[config.mk]
export PLATFORM = sky130hd
export DESIGN_NAME = voice_trigger_mode_control
export DESIGN_NICKNAME = d
export VERILOG_FILES = /design/src/rtl/voice_trigger_mode_control.v
export VERILOG_INCLUDE_DIRS = /design/src /design/src/rtl
export SDC_FILE = /design/constraint.sdc
export NUM_CORES = 1
export LEC_CHECK = 0
export ABC_AREA = 0
export BUFFER_PORTS_ARGS = -buffer_cell sky130_fd_sc_hd__buf_2
export CAP_MARGIN = 15
export CELL_PAD_IN_SITES_DETAIL_PLACEMENT = 1
export CELL_PAD_IN_SITES_GLOBAL_PLACEMENT = 1
export CORE_ASPECT_RATIO = 1.1
export CORE_MARGIN = 5
export CORE_UTILIZATION = 40
export DETAILED_ROUTE_END_ITERATION = 10
export PLACE_DENSITY_LB_ADDON = 0.1
export SLEW_MARGIN = 30
export SYNTH_ARGS = -nofsm -noshare
export SYNTH_HDL_FRONTEND = slang
export SYNTH_SLANG_ARGS = --single-unit
[constraint.sdc]
create_clock -name i_clk -period 4.65 [get_ports i_clk]
set_clock_uncertainty 0.15 [all_clocks]
set_input_delay 0.2325 -clock i_clk [delete_from_list [all_inputs] [get_ports i_clk]]
set_output_delay 0.2325 -clock i_clk [all_outputs]
set_load 0.05 [all_outputs]
[src/rtl/voice_trigger_regs.vh]
`ifndef VOICE_TRIGGER_REGS_VH
`define VOICE_TRIGGER_REGS_VH
// control port address and command codes
`define I2C_DEV_ADDR 7'h62
`define CMD_MODE 8'h01
`define CMD_WAKE_CFG 8'h02
`define CMD_MIC_SEL 8'h03
`define CMD_IMAGE_LOAD 8'h04
`define CMD_TMPL_WR 8'h05
`define CMD_TMPL_RD 8'h06
// mode codes carried by the mode select command
`define MODE_IDLE 8'h00
`define MODE_TRAIN 8'h01
`define MODE_RECOG 8'h02
// reset values
`define WAKE_POL_RST 1'b1
`define WAKE_DUR_RST 8'h01
// timing
`define CLK_KHZ 50000
`define INIT_CYCLES 6'h20
`define UTTER_MS 1500
`define UTTER_CYCLES (`UTTER_MS * `CLK_KHZ)
`define MS_CYCLES `CLK_KHZ
`define PDM_HALF 4'hF
`define TRAIN_UTTERS 2'h3
`define TMPL_DEPTH 64
`endif

[src/rtl/voice_trigger_mode_control.v]
`timescale 1ns/1ns
`include "voice_trigger_regs.vh"

// Function
// - main control, frame gathering unit and analysis port run at the same time
// - recognition listens at low power, extracts on speech, wakes on a match
// - after extraction and comparison the block returns to low-power listening
// - training captures three utterances of up to 1.5 s into templates
// - mode select command over the control port enters training mode
// - templates can be read out and written back, then recognise directly
// - one phrase active; loading another template set replaces it
// - after power-up a short init, then idle waiting for the host
// - power loss clears memory; host reloads image and templates
// - wake output polarity and duration set over the control port
// - control port is a slave only, address 0x62, up to 100 kbit/s
// - analog input by default; digital mode drives mic clock, takes PDM data
module voice_trigger_mode_control #(
	parameter UTTER_CYCLES = `UTTER_CYCLES,
	parameter MS_CYCLES = `MS_CYCLES
) (
	// clock and reset
	input wire i_clk,
	input wire i_sys_rst,
	// control port pins
	input wire i_scl,
	input wire i_sda,
	output reg o_sda_out,
	output reg o_sda_oe,
	// wake pin
	output reg o_wake,
	// microphones
	input wire i_pdm_mic_data_in,
	output reg o_pdm_mic_clock_out,
	input wire [7:0] i_adc_data,
	input wire i_adc_valid,
	output reg o_adc_ready,
	// frames toward the analysis coprocessor
	output reg [7:0] o_frame_data,
	output reg o_frame_valid,
	input wire i_frame_ready,
	// algorithm core handshake
	input wire i_speech_detect,
	input wire i_compare_done,
	input wire i_match,
	input wire [7:0] i_feat_data,
	input wire i_feat_valid,
	// status
	output reg o_extract,
	output reg o_low_power,
	output reg o_template_valid,
	output reg o_digital_mic
);
	localparam I_IDLE = 3'd0, I_ADDR = 3'd1, I_ACK_A = 3'd2, I_WR = 3'd3;
	localparam I_ACK_W = 3'd4, I_RD = 3'd5, I_ACK_R = 3'd6;
	localparam M_INIT = 3'd0, M_IDLE = 3'd1, M_LISTEN = 3'd2, M_EXTRACT = 3'd3;
	localparam M_WAKE = 3'd4, M_TRAIN_WAIT = 3'd5, M_TRAIN_CAP = 3'd6;

	reg [7:0] tmpl_mem [0:`TMPL_DEPTH-1];
	reg scl_m, scl_s, scl_d, sda_m, sda_s, sda_d, pdm_m, pdm_s;
	reg [2:0] i2c_state;
	reg [3:0] bitc;
	reg [7:0] rx_sh, tx_sh, cmd;
	reg rw, nack;
	reg [1:0] widx;
	reg [5:0] ptr;
	reg image_loaded, wake_pol;
	reg [7:0] wake_dur;
	reg mode_req;
	reg [7:0] mode_req_val;
	reg [2:0] state;
	reg [5:0] init_cnt;
	reg [31:0] tmr;
	reg [7:0] ms_left;
	reg [1:0] utter_cnt;
	reg [5:0] feat_ptr;
	reg [3:0] pdm_div;
	reg [7:0] pdm_sh;
	reg [2:0] pdm_bits;
	reg pdm_rdy;
	reg [7:0] fifo1;
	reg [1:0] fcnt;

	wire scl_rise = scl_s & ~scl_d;
	wire scl_fall = ~scl_s & scl_d;
	wire i2c_start = scl_s & scl_d & sda_d & ~sda_s;
	wire i2c_stop = scl_s & scl_d & ~sda_d & sda_s;
	wire [7:0] status_byte = {image_loaded, o_template_valid, utter_cnt, o_digital_mic, state};
	wire [7:0] rd_byte = (cmd == `CMD_TMPL_RD) ? tmpl_mem[ptr] : status_byte;
	wire gathering = (state != M_INIT) && (state != M_IDLE);
	wire push_in = gathering && ~o_adc_ready ? 1'b0 :
		gathering && (o_digital_mic ? pdm_rdy : i_adc_valid);
	wire [7:0] in_word = o_digital_mic ? pdm_sh : i_adc_data;
	wire pop = o_frame_valid & i_frame_ready;
	wire [1:0] next_fcnt = fcnt + {1'b0, push_in} - {1'b0, pop};

	// pins from outside pass two flops; only the second is read
	always @(posedge i_clk) begin
		scl_m <= i_scl;
		scl_s <= scl_m;
		sda_m <= i_sda;
		sda_s <= sda_m;
		pdm_m <= i_pdm_mic_data_in;
		pdm_s <= pdm_m;
		if (i_sys_rst) begin
			scl_d <= 1'b1;
			sda_d <= 1'b1;
		end else begin
			scl_d <= scl_s;
			sda_d <= sda_s;
		end
	end

	// control port slave: never drives clock, only pulls data low
	always @(posedge i_clk) begin
		if (i_sys_rst) begin
			i2c_state <= I_IDLE;
			bitc <= 4'h0;
			rx_sh <= 8'h00;
			tx_sh <= 8'h00;
			cmd <= 8'h00;
			rw <= 1'b0;
			nack <= 1'b0;
			widx <= 2'h0;
			ptr <= 6'h00;
			o_sda_out <= 1'b0;
			o_sda_oe <= 1'b0;
			image_loaded <= 1'b0;
			wake_pol <= `WAKE_POL_RST;
			wake_dur <= `WAKE_DUR_RST;
			o_digital_mic <= 1'b0;
			mode_req <= 1'b0;
			mode_req_val <= 8'h00;
		end else begin
			mode_req <= 1'b0;
			if (i2c_start) begin
				i2c_state <= I_ADDR;
				bitc <= 4'h0;
				o_sda_oe <= 1'b0;
			end else if (i2c_stop) begin
				i2c_state <= I_IDLE;
				o_sda_oe <= 1'b0;
			end else if (scl_rise) begin
				if (i2c_state == I_ADDR || i2c_state == I_WR || i2c_state == I_RD)
					bitc <= bitc + 4'h1;
				if (i2c_state == I_ADDR || i2c_state == I_WR)
					rx_sh <= {rx_sh[6:0], sda_s};
				if (i2c_state == I_ACK_R)
					nack <= sda_s;
			end else if (scl_fall) begin
				case (i2c_state)
				I_ADDR: if (bitc == 4'h8) begin
					if (rx_sh[7:1] == `I2C_DEV_ADDR) begin
						i2c_state <= I_ACK_A;
						o_sda_oe <= 1'b1;
						rw <= rx_sh[0];
						widx <= 2'h0;
					end else
						i2c_state <= I_IDLE;
				end
				I_ACK_A, I_ACK_R: begin
					if (i2c_state == I_ACK_R && nack) begin
						i2c_state <= I_IDLE;
						o_sda_oe <= 1'b0;
					end else if (rw) begin
						tx_sh <= rd_byte;
						o_sda_oe <= ~rd_byte[7];
						if (cmd == `CMD_TMPL_RD)
							ptr <= ptr + 6'h01;
						i2c_state <= I_RD;
						bitc <= 4'h0;
					end else begin
						o_sda_oe <= 1'b0;
						i2c_state <= I_WR;
						bitc <= 4'h0;
					end
				end
				I_WR: if (bitc == 4'h8) begin
					o_sda_oe <= 1'b1;
					i2c_state <= I_ACK_W;
					if (widx != 2'h3)
						widx <= widx + 2'h1;
					if (widx == 2'h0) begin
						cmd <= rx_sh;
						ptr <= 6'h00;
					end else case (cmd)
					`CMD_MODE: begin
						mode_req <= 1'b1;
						mode_req_val <= rx_sh;
					end
					`CMD_WAKE_CFG: if (widx == 2'h1)
						wake_pol <= rx_sh[0];
					else
						wake_dur <= rx_sh;
					`CMD_MIC_SEL: o_digital_mic <= rx_sh[0];
					`CMD_IMAGE_LOAD: image_loaded <= 1'b1;
					default: ;
					endcase
				end
				I_ACK_W: begin
					o_sda_oe <= 1'b0;
					i2c_state <= I_WR;
					bitc <= 4'h0;
				end
				I_RD: if (bitc == 4'h8) begin
					o_sda_oe <= 1'b0;
					nack <= 1'b0;
					i2c_state <= I_ACK_R;
				end else begin
					o_sda_oe <= ~tx_sh[6];
					tx_sh <= {tx_sh[6:0], 1'b0};
				end
				default: i2c_state <= I_IDLE;
				endcase
			end
			// host write pointer steps after each template byte; training capture uses its own feat_ptr
			if (scl_fall && i2c_state == I_WR && bitc == 4'h8 && widx != 2'h0 &&
				cmd == `CMD_TMPL_WR)
				ptr <= ptr + 6'h01;
		end
	end

	// template memory: host writes win over capture of features
	wire host_tmpl_wr = scl_fall && i2c_state == I_WR && bitc == 4'h8 && widx != 2'h0 &&
		cmd == `CMD_TMPL_WR && ~i2c_start && ~i2c_stop;
	always @(posedge i_clk) begin
		if (host_tmpl_wr)
			tmpl_mem[ptr] <= rx_sh;
		else if (state == M_TRAIN_CAP && i_feat_valid)
			tmpl_mem[feat_ptr] <= i_feat_data;
	end

	// main core sequencing
	always @(posedge i_clk) begin
		if (i_sys_rst) begin
			state <= M_INIT;
			init_cnt <= 6'h00;
			tmr <= 32'h0;
			ms_left <= 8'h00;
			utter_cnt <= 2'h0;
			feat_ptr <= 6'h00;
			o_template_valid <= 1'b0;
			o_wake <= ~`WAKE_POL_RST;
			o_extract <= 1'b0;
			o_low_power <= 1'b0;
		end else begin
			o_wake <= (state == M_WAKE) ? wake_pol : ~wake_pol;
			o_extract <= (state == M_EXTRACT) || (state == M_TRAIN_CAP);
			o_low_power <= (state == M_LISTEN) || (state == M_TRAIN_WAIT);
			// a new set replaces the active phrase once fully written
			if (host_tmpl_wr) begin
				o_template_valid <= (ptr == 6'h3F);
				utter_cnt <= 2'h0;
			end
			if (state == M_TRAIN_CAP && i_feat_valid)
				feat_ptr <= feat_ptr + 6'h01;
			if (mode_req && state != M_INIT) begin
				if (mode_req_val == `MODE_TRAIN) begin
					state <= M_TRAIN_WAIT;
					utter_cnt <= 2'h0;
					feat_ptr <= 6'h00;
					o_template_valid <= 1'b0;
				end else if (mode_req_val == `MODE_RECOG) begin
					// refused without templates and image
					if (o_template_valid && image_loaded)
						state <= M_LISTEN;
				end else
					state <= M_IDLE;
			end else case (state)
			M_INIT: if (init_cnt == `INIT_CYCLES)
				state <= M_IDLE;
			else
				init_cnt <= init_cnt + 6'h01;
			M_IDLE: ;
			M_LISTEN: if (i_speech_detect)
				state <= M_EXTRACT;
			M_EXTRACT: if (i_compare_done) begin
				if (i_match) begin
					state <= M_WAKE;
					ms_left <= (wake_dur == 8'h00) ? 8'h01 : wake_dur;
					tmr <= 32'h0;
				end else
					state <= M_LISTEN;
			end
			M_WAKE: if (tmr == MS_CYCLES - 1) begin
				tmr <= 32'h0;
				ms_left <= ms_left - 8'h01;
				if (ms_left == 8'h01)
					state <= M_LISTEN;
			end else
				tmr <= tmr + 32'h1;
			M_TRAIN_WAIT: if (i_speech_detect) begin
				state <= M_TRAIN_CAP;
				tmr <= 32'h0;
			end
			M_TRAIN_CAP: if (i_compare_done || tmr == UTTER_CYCLES - 1) begin
				utter_cnt <= utter_cnt + 2'h1;
				if (utter_cnt == `TRAIN_UTTERS - 2'h1) begin
					o_template_valid <= 1'b1;
					state <= M_IDLE;
				end else
					state <= M_TRAIN_WAIT;
			end else
				tmr <= tmr + 32'h1;
			default: state <= M_IDLE;
			endcase
		end
	end

	// frame gathering: pdm clock from divider, bits packed into bytes
	always @(posedge i_clk) begin
		if (i_sys_rst) begin
			pdm_div <= 4'h0;
			o_pdm_mic_clock_out <= 1'b0;
			pdm_sh <= 8'h00;
			pdm_bits <= 3'h0;
			pdm_rdy <= 1'b0;
		end else begin
			if (~o_digital_mic) begin
				pdm_div <= 4'h0;
				o_pdm_mic_clock_out <= 1'b0;
			end else if (pdm_div == `PDM_HALF) begin
				pdm_div <= 4'h0;
				o_pdm_mic_clock_out <= ~o_pdm_mic_clock_out;
			end else
				pdm_div <= pdm_div + 4'h1;
			if (push_in && o_digital_mic)
				pdm_rdy <= 1'b0;
			// a stalled byte holds; bits arriving meanwhile are dropped
			else if (o_digital_mic && ~pdm_rdy && pdm_div == `PDM_HALF &&
				~o_pdm_mic_clock_out) begin
				pdm_sh <= {pdm_sh[6:0], pdm_s};
				pdm_bits <= pdm_bits + 3'h1;
				if (pdm_bits == 3'h7)
					pdm_rdy <= 1'b1;
			end
		end
	end

	// two-entry buffer toward the coprocessor
	always @(posedge i_clk) begin
		if (i_sys_rst) begin
			fcnt <= 2'h0;
			fifo1 <= 8'h00;
			o_frame_data <= 8'h00;
			o_frame_valid <= 1'b0;
			o_adc_ready <= 1'b1;
		end else begin
			fcnt <= next_fcnt;
			o_frame_valid <= (next_fcnt != 2'h0);
			o_adc_ready <= (next_fcnt != 2'h2);
			if (pop) begin
				if (push_in && fcnt == 2'h1)
					o_frame_data <= in_word;
				else
					o_frame_data <= fifo1;
				if (push_in && fcnt == 2'h2)
					fifo1 <= in_word;
			end else if (push_in) begin
				if (fcnt == 2'h0)
					o_frame_data <= in_word;
				else
					fifo1 <= in_word;
			end
		end
	end
endmodule

==> results.yml <==
cells_and_area:
  layout-drive-gt1-share: 0.181
  final_nets: 2169
  area_growth_pct: 13.8
  antenna_cells: 0
  postLayoutCellArea_sq_mm: 0.0327
clock_network:
  numCtsBuffers: 75
  cts_sinks: 685
  htreeDepth: 3
  cts_resized: 0
  root_buffer: "clkbuf_16"
  clock_path_buffers: 3
  clock_latency_ns: 0.61
  cts_tree: "built"
  cts.clk_slew.worst_paths_ns: 0.06
sta:
  period_share: 0.841
  hold_violations: 0
  setup_tns_ns: 0
  relSlewSlack: 0.310
  setup_viol: 0
  clock.fmax_mhz: 256
  tightest_slew_ns: 1.03
  final_max_slew_viol_count: 0
  rsz0062_at_grt: "false"
  fin_crit_ns: 3.91
critical_path:
  crit_path_top_delay_cell: "nor2_1"
  path_class: "flop to flop"
  endpoint_kind: "flop"
  cp_data_arrival_time_ns: 3.99
  r2r_setup_slack_ns: 0.74
  startpoint_type: "flop"
  cp_max_fo: 17
  path_cells: "nand3b_1 -> a211oi_2 -> buf_4 -> a31o_2 -> mux2_2 -> a21o_1 -> nor2_1"
  cp.required_ns: 4.73
  slowest_delay_ns: 0.71
synthesis:
  synth_cell_type_count: 78
  yosys_register_bits: 685
  ys_warn_count: 0
  synth_nets: 2097
  synth_flop_cell: "edfxtp_1"
  syn_inst: 2048
  yosysSeqAreaShare: 0.656
  synth_area_sq_mm: 0.0287
  synth_edf_count: 512
  syn_avg_cell_area_sq_um: 14.0
  async_flop_share: 0
  yosysTopAreaCell: "edfxtp_1"
  netlist.area_leader.share: 0.535
  synth_area_leaders: "edfxtp_1 54%, dfxtp_1 12%, mux4_2 7.8%"
die:
  fp-row-count: 103
  dieHeight_microns: 291
  io_pins: 45
  design.core.area_sq_mm: 0.0715
  dieWidth_microns: 266
  initial_utilization: 0.402
  dieArea_sq_mm: 0.0773
place:
  placed_area_sq_mm: 0.0301
  dp_hpwl_microns: 52900
  port-buffer-count: 43
  gp_congestion: 0.895
detailed_routing:
  wl_met3_microns: 3080
  dr.pass1.iters: 5
  vias: 17600
  wl_met2_microns: 39800
  routed_wl_microns: 79800
  drtAntennaViolNets: 0
  wl_met1_microns: 34900
  routed_via_density: 5.62
  wire_per_inst_microns: 25.5
  drt_drc_violations_left: 0
  top_layer_used: "met4"
  first_iter_violations: 1330
global_route:
  grt_pass1_vias: 18500
  antenna_found_initial: 0
  grt_overflow: 0
  grt_pass1_wl_microns: 119000
  grt_max_degree: 67
  grtUsageTotal: 0.203
min_path:
  hold_path_class: "input pin to flop"
pwr:
  cellPowerDensity_mw_per_mm2: 399
  leakagePower_nw: 10.5
  ir_drop_v: 0.000280
outcome:
  status: "finished clean"
job:
  cap_violations: 0
## cell type report
| cell class | count | area, sq um |
|---|---|---|
| fillers | 7192 | 38800 |
| clock buffers | 99 | 2050 |
| flip-flops and latches | 685 | 18800 |
| clock inverters | 39 | 415 |
| well taps | 945 | 1180 |
| multi-input cells | 1219 | 9290 |
| inverters | 31 | 116 |
| repair buffers | 108 | 798 |
## worst max-delay path: cells and delay by family, from the launching register on
kind | cells | cell delay (ns)
AO/OA/AOI/OAI | 3 | 1.11
AND/OR/NAND/NOR | 2 | 0.99
multiplexers | 1 | 0.40
flip-flops | 1 | 0.65
buffers and inverters | 1 | 0.20
## cell usage in the layout (no fill, tap or decap), types with 10 or more instances in the layout
cell type      netlist  layout
nor4_1              15      15
edfxtp_1           512     512
a21oi_1            112     112
nand2b_1            14      14
a211oi_1            10      10
or2_2               18      18
buf_2               28      42
dlygate4sd3_1        0      12
mux2_2              57      57
nand3_1             48      48
clkbuf_16            0      78
nand4_1             16      16
mux2i_1             62      62
and2_1              10      10
nor3_1              43      43
xor2_1              26      26
clkbuf_1            63      19
o211ai_1            22      22
buf_4                8      48
dfxtp_1            173     171
nor4b_1             13      13
nand2_1            129     128
or4_1               16      16
nor2_1             195     195
nor2b_1             22      22
mux4_2              99      99
xnor2_1             12      12
o21ai_0             48      48
o22ai_1             25      25
a31oi_1             15      15
a22oi_1             12      12
ha_1                22      22
clkinv_1             0      16
nand3b_1            10      10
or3_1               21      21
inv_1               31      31
## layer usage
layer | up-vias | global-route usage
met1 | 9116 | 0.268
met5 | - | 0
met3 | 103 | 0.0286
met4 | 0 | 0.0603
met2 | 346 | 0.348
li1 | 8009 | -
## final timing paths
kind | startpoint | endpoint | depth (start not counted)
worst max-delay path | i2c_state[1]$_SDFFE_PP0P_ | tmpl_mem[29][4]$_DFFE_PP_ | 7
worst min-delay path | i_feat_valid | feat_ptr[1]$_SDFF_PP0_ | 4
worst min register to register | pdm_m$_DFF_P_ | pdm_s$_DFF_P_ | 0
worst max register to register | i2c_state[1]$_SDFFE_PP0P_ | tmpl_mem[29][4]$_DFFE_PP_ | 7
## what timing repair did
action / 4_1_cts / 5_1_grt
hold buffers: 12 / 0
setup buffers: 0 / 0
hold endpoints to repair: 51 / 0
## through the flow
stage	std cells	hold slack, ns	worst slack (ns)	util	power (mW)
4_1_cts	3125	0.0134	0.703	0.457	13.2
6_report	3126	0.0423	0.738	0.457	13.0
3_3_place_gp	2975	0.172	0.827	0.421	7.17
3_5_place_dp	2975	0.164	0.722	0.421	7.18
5_1_grt	3126	0.0554	0.470	0.457	13.5
2_1_floorplan	2048	0.110	1.64	-	7.04
## power breakdown
part / switching [mW] / internal [mW] / total [mW]
combinational: 0.314 / 0.158 / 0.472
sequential: 0.0490 / 6.53 / 6.58
clock: 2.42 / 3.56 / 5.98
total: 2.79 / 10.3 / 13.0
## flip-flops by register name (all words and copies together), names as in the netlist, 3 cells and up, named ones only
register	cells
bitc	4
feat_ptr	6
cmd	8
rx_sh	8
tx_sh	7
mode_req_val	8
ms_left	8
init_cnt	6
ptr	6
fifo1	8
pdm_bits	3
pdm_div	4
tmr	32
tmpl_mem	512
o_frame_data	8
state	3
i2c_state	3
wake_dur	8
pdm_sh	8
## cells in the mapped netlist, drive strengths merged (5+ instances only)
| master | number |
|---|---|
| edfxtp | 512 |
| nor2 | 195 |
| dfxtp | 173 |
| nand2 | 129 |
| a21oi | 113 |
| mux4 | 99 |
| clkbuf | 63 |
| mux2i | 62 |
| mux2 | 57 |
| o21ai | 56 |
| buf | 50 |
| nand3 | 49 |
| nor3 | 44 |
| inv | 31 |
| xor2 | 26 |
| o22ai | 25 |
| ha | 22 |
| nor2b | 22 |
| o211ai | 22 |
| or2 | 21 |
| or3 | 21 |
| nand4 | 17 |
| a31oi | 16 |
| or4 | 16 |
| nor4 | 15 |
| nand2b | 14 |
| nor4b | 14 |
| a22oi | 12 |
| xnor2 | 12 |
| a211oi | 11 |
| and3 | 11 |
| and2 | 10 |
| nand3b | 10 |
| a21o | 9 |
| o31ai | 9 |
| o2111ai | 7 |
| and3b | 6 |
| and4 | 6 |
| nor3b | 6 |
| o311ai | 6 |
| a22o | 5 |
## cell families (layout without fill, tap and decap cells)
family                     count (synthesis)  count (layout)  share of synthesized area
other                                      1               1                   0.000131
buffers and inverters                    144             277                     0.0213
and+or+nand+nor                          619             619                      0.110
DFF                                      685             685                      0.656
adders and majority gates                 22              22                    0.00958
AOI/OAI and AO/OA                        321             321                     0.0703
xor gates and xnor gates                  38              38                     0.0116
muxes                                    218             218                      0.122
No activity file was read; power rests on OpenSTA's default activity.
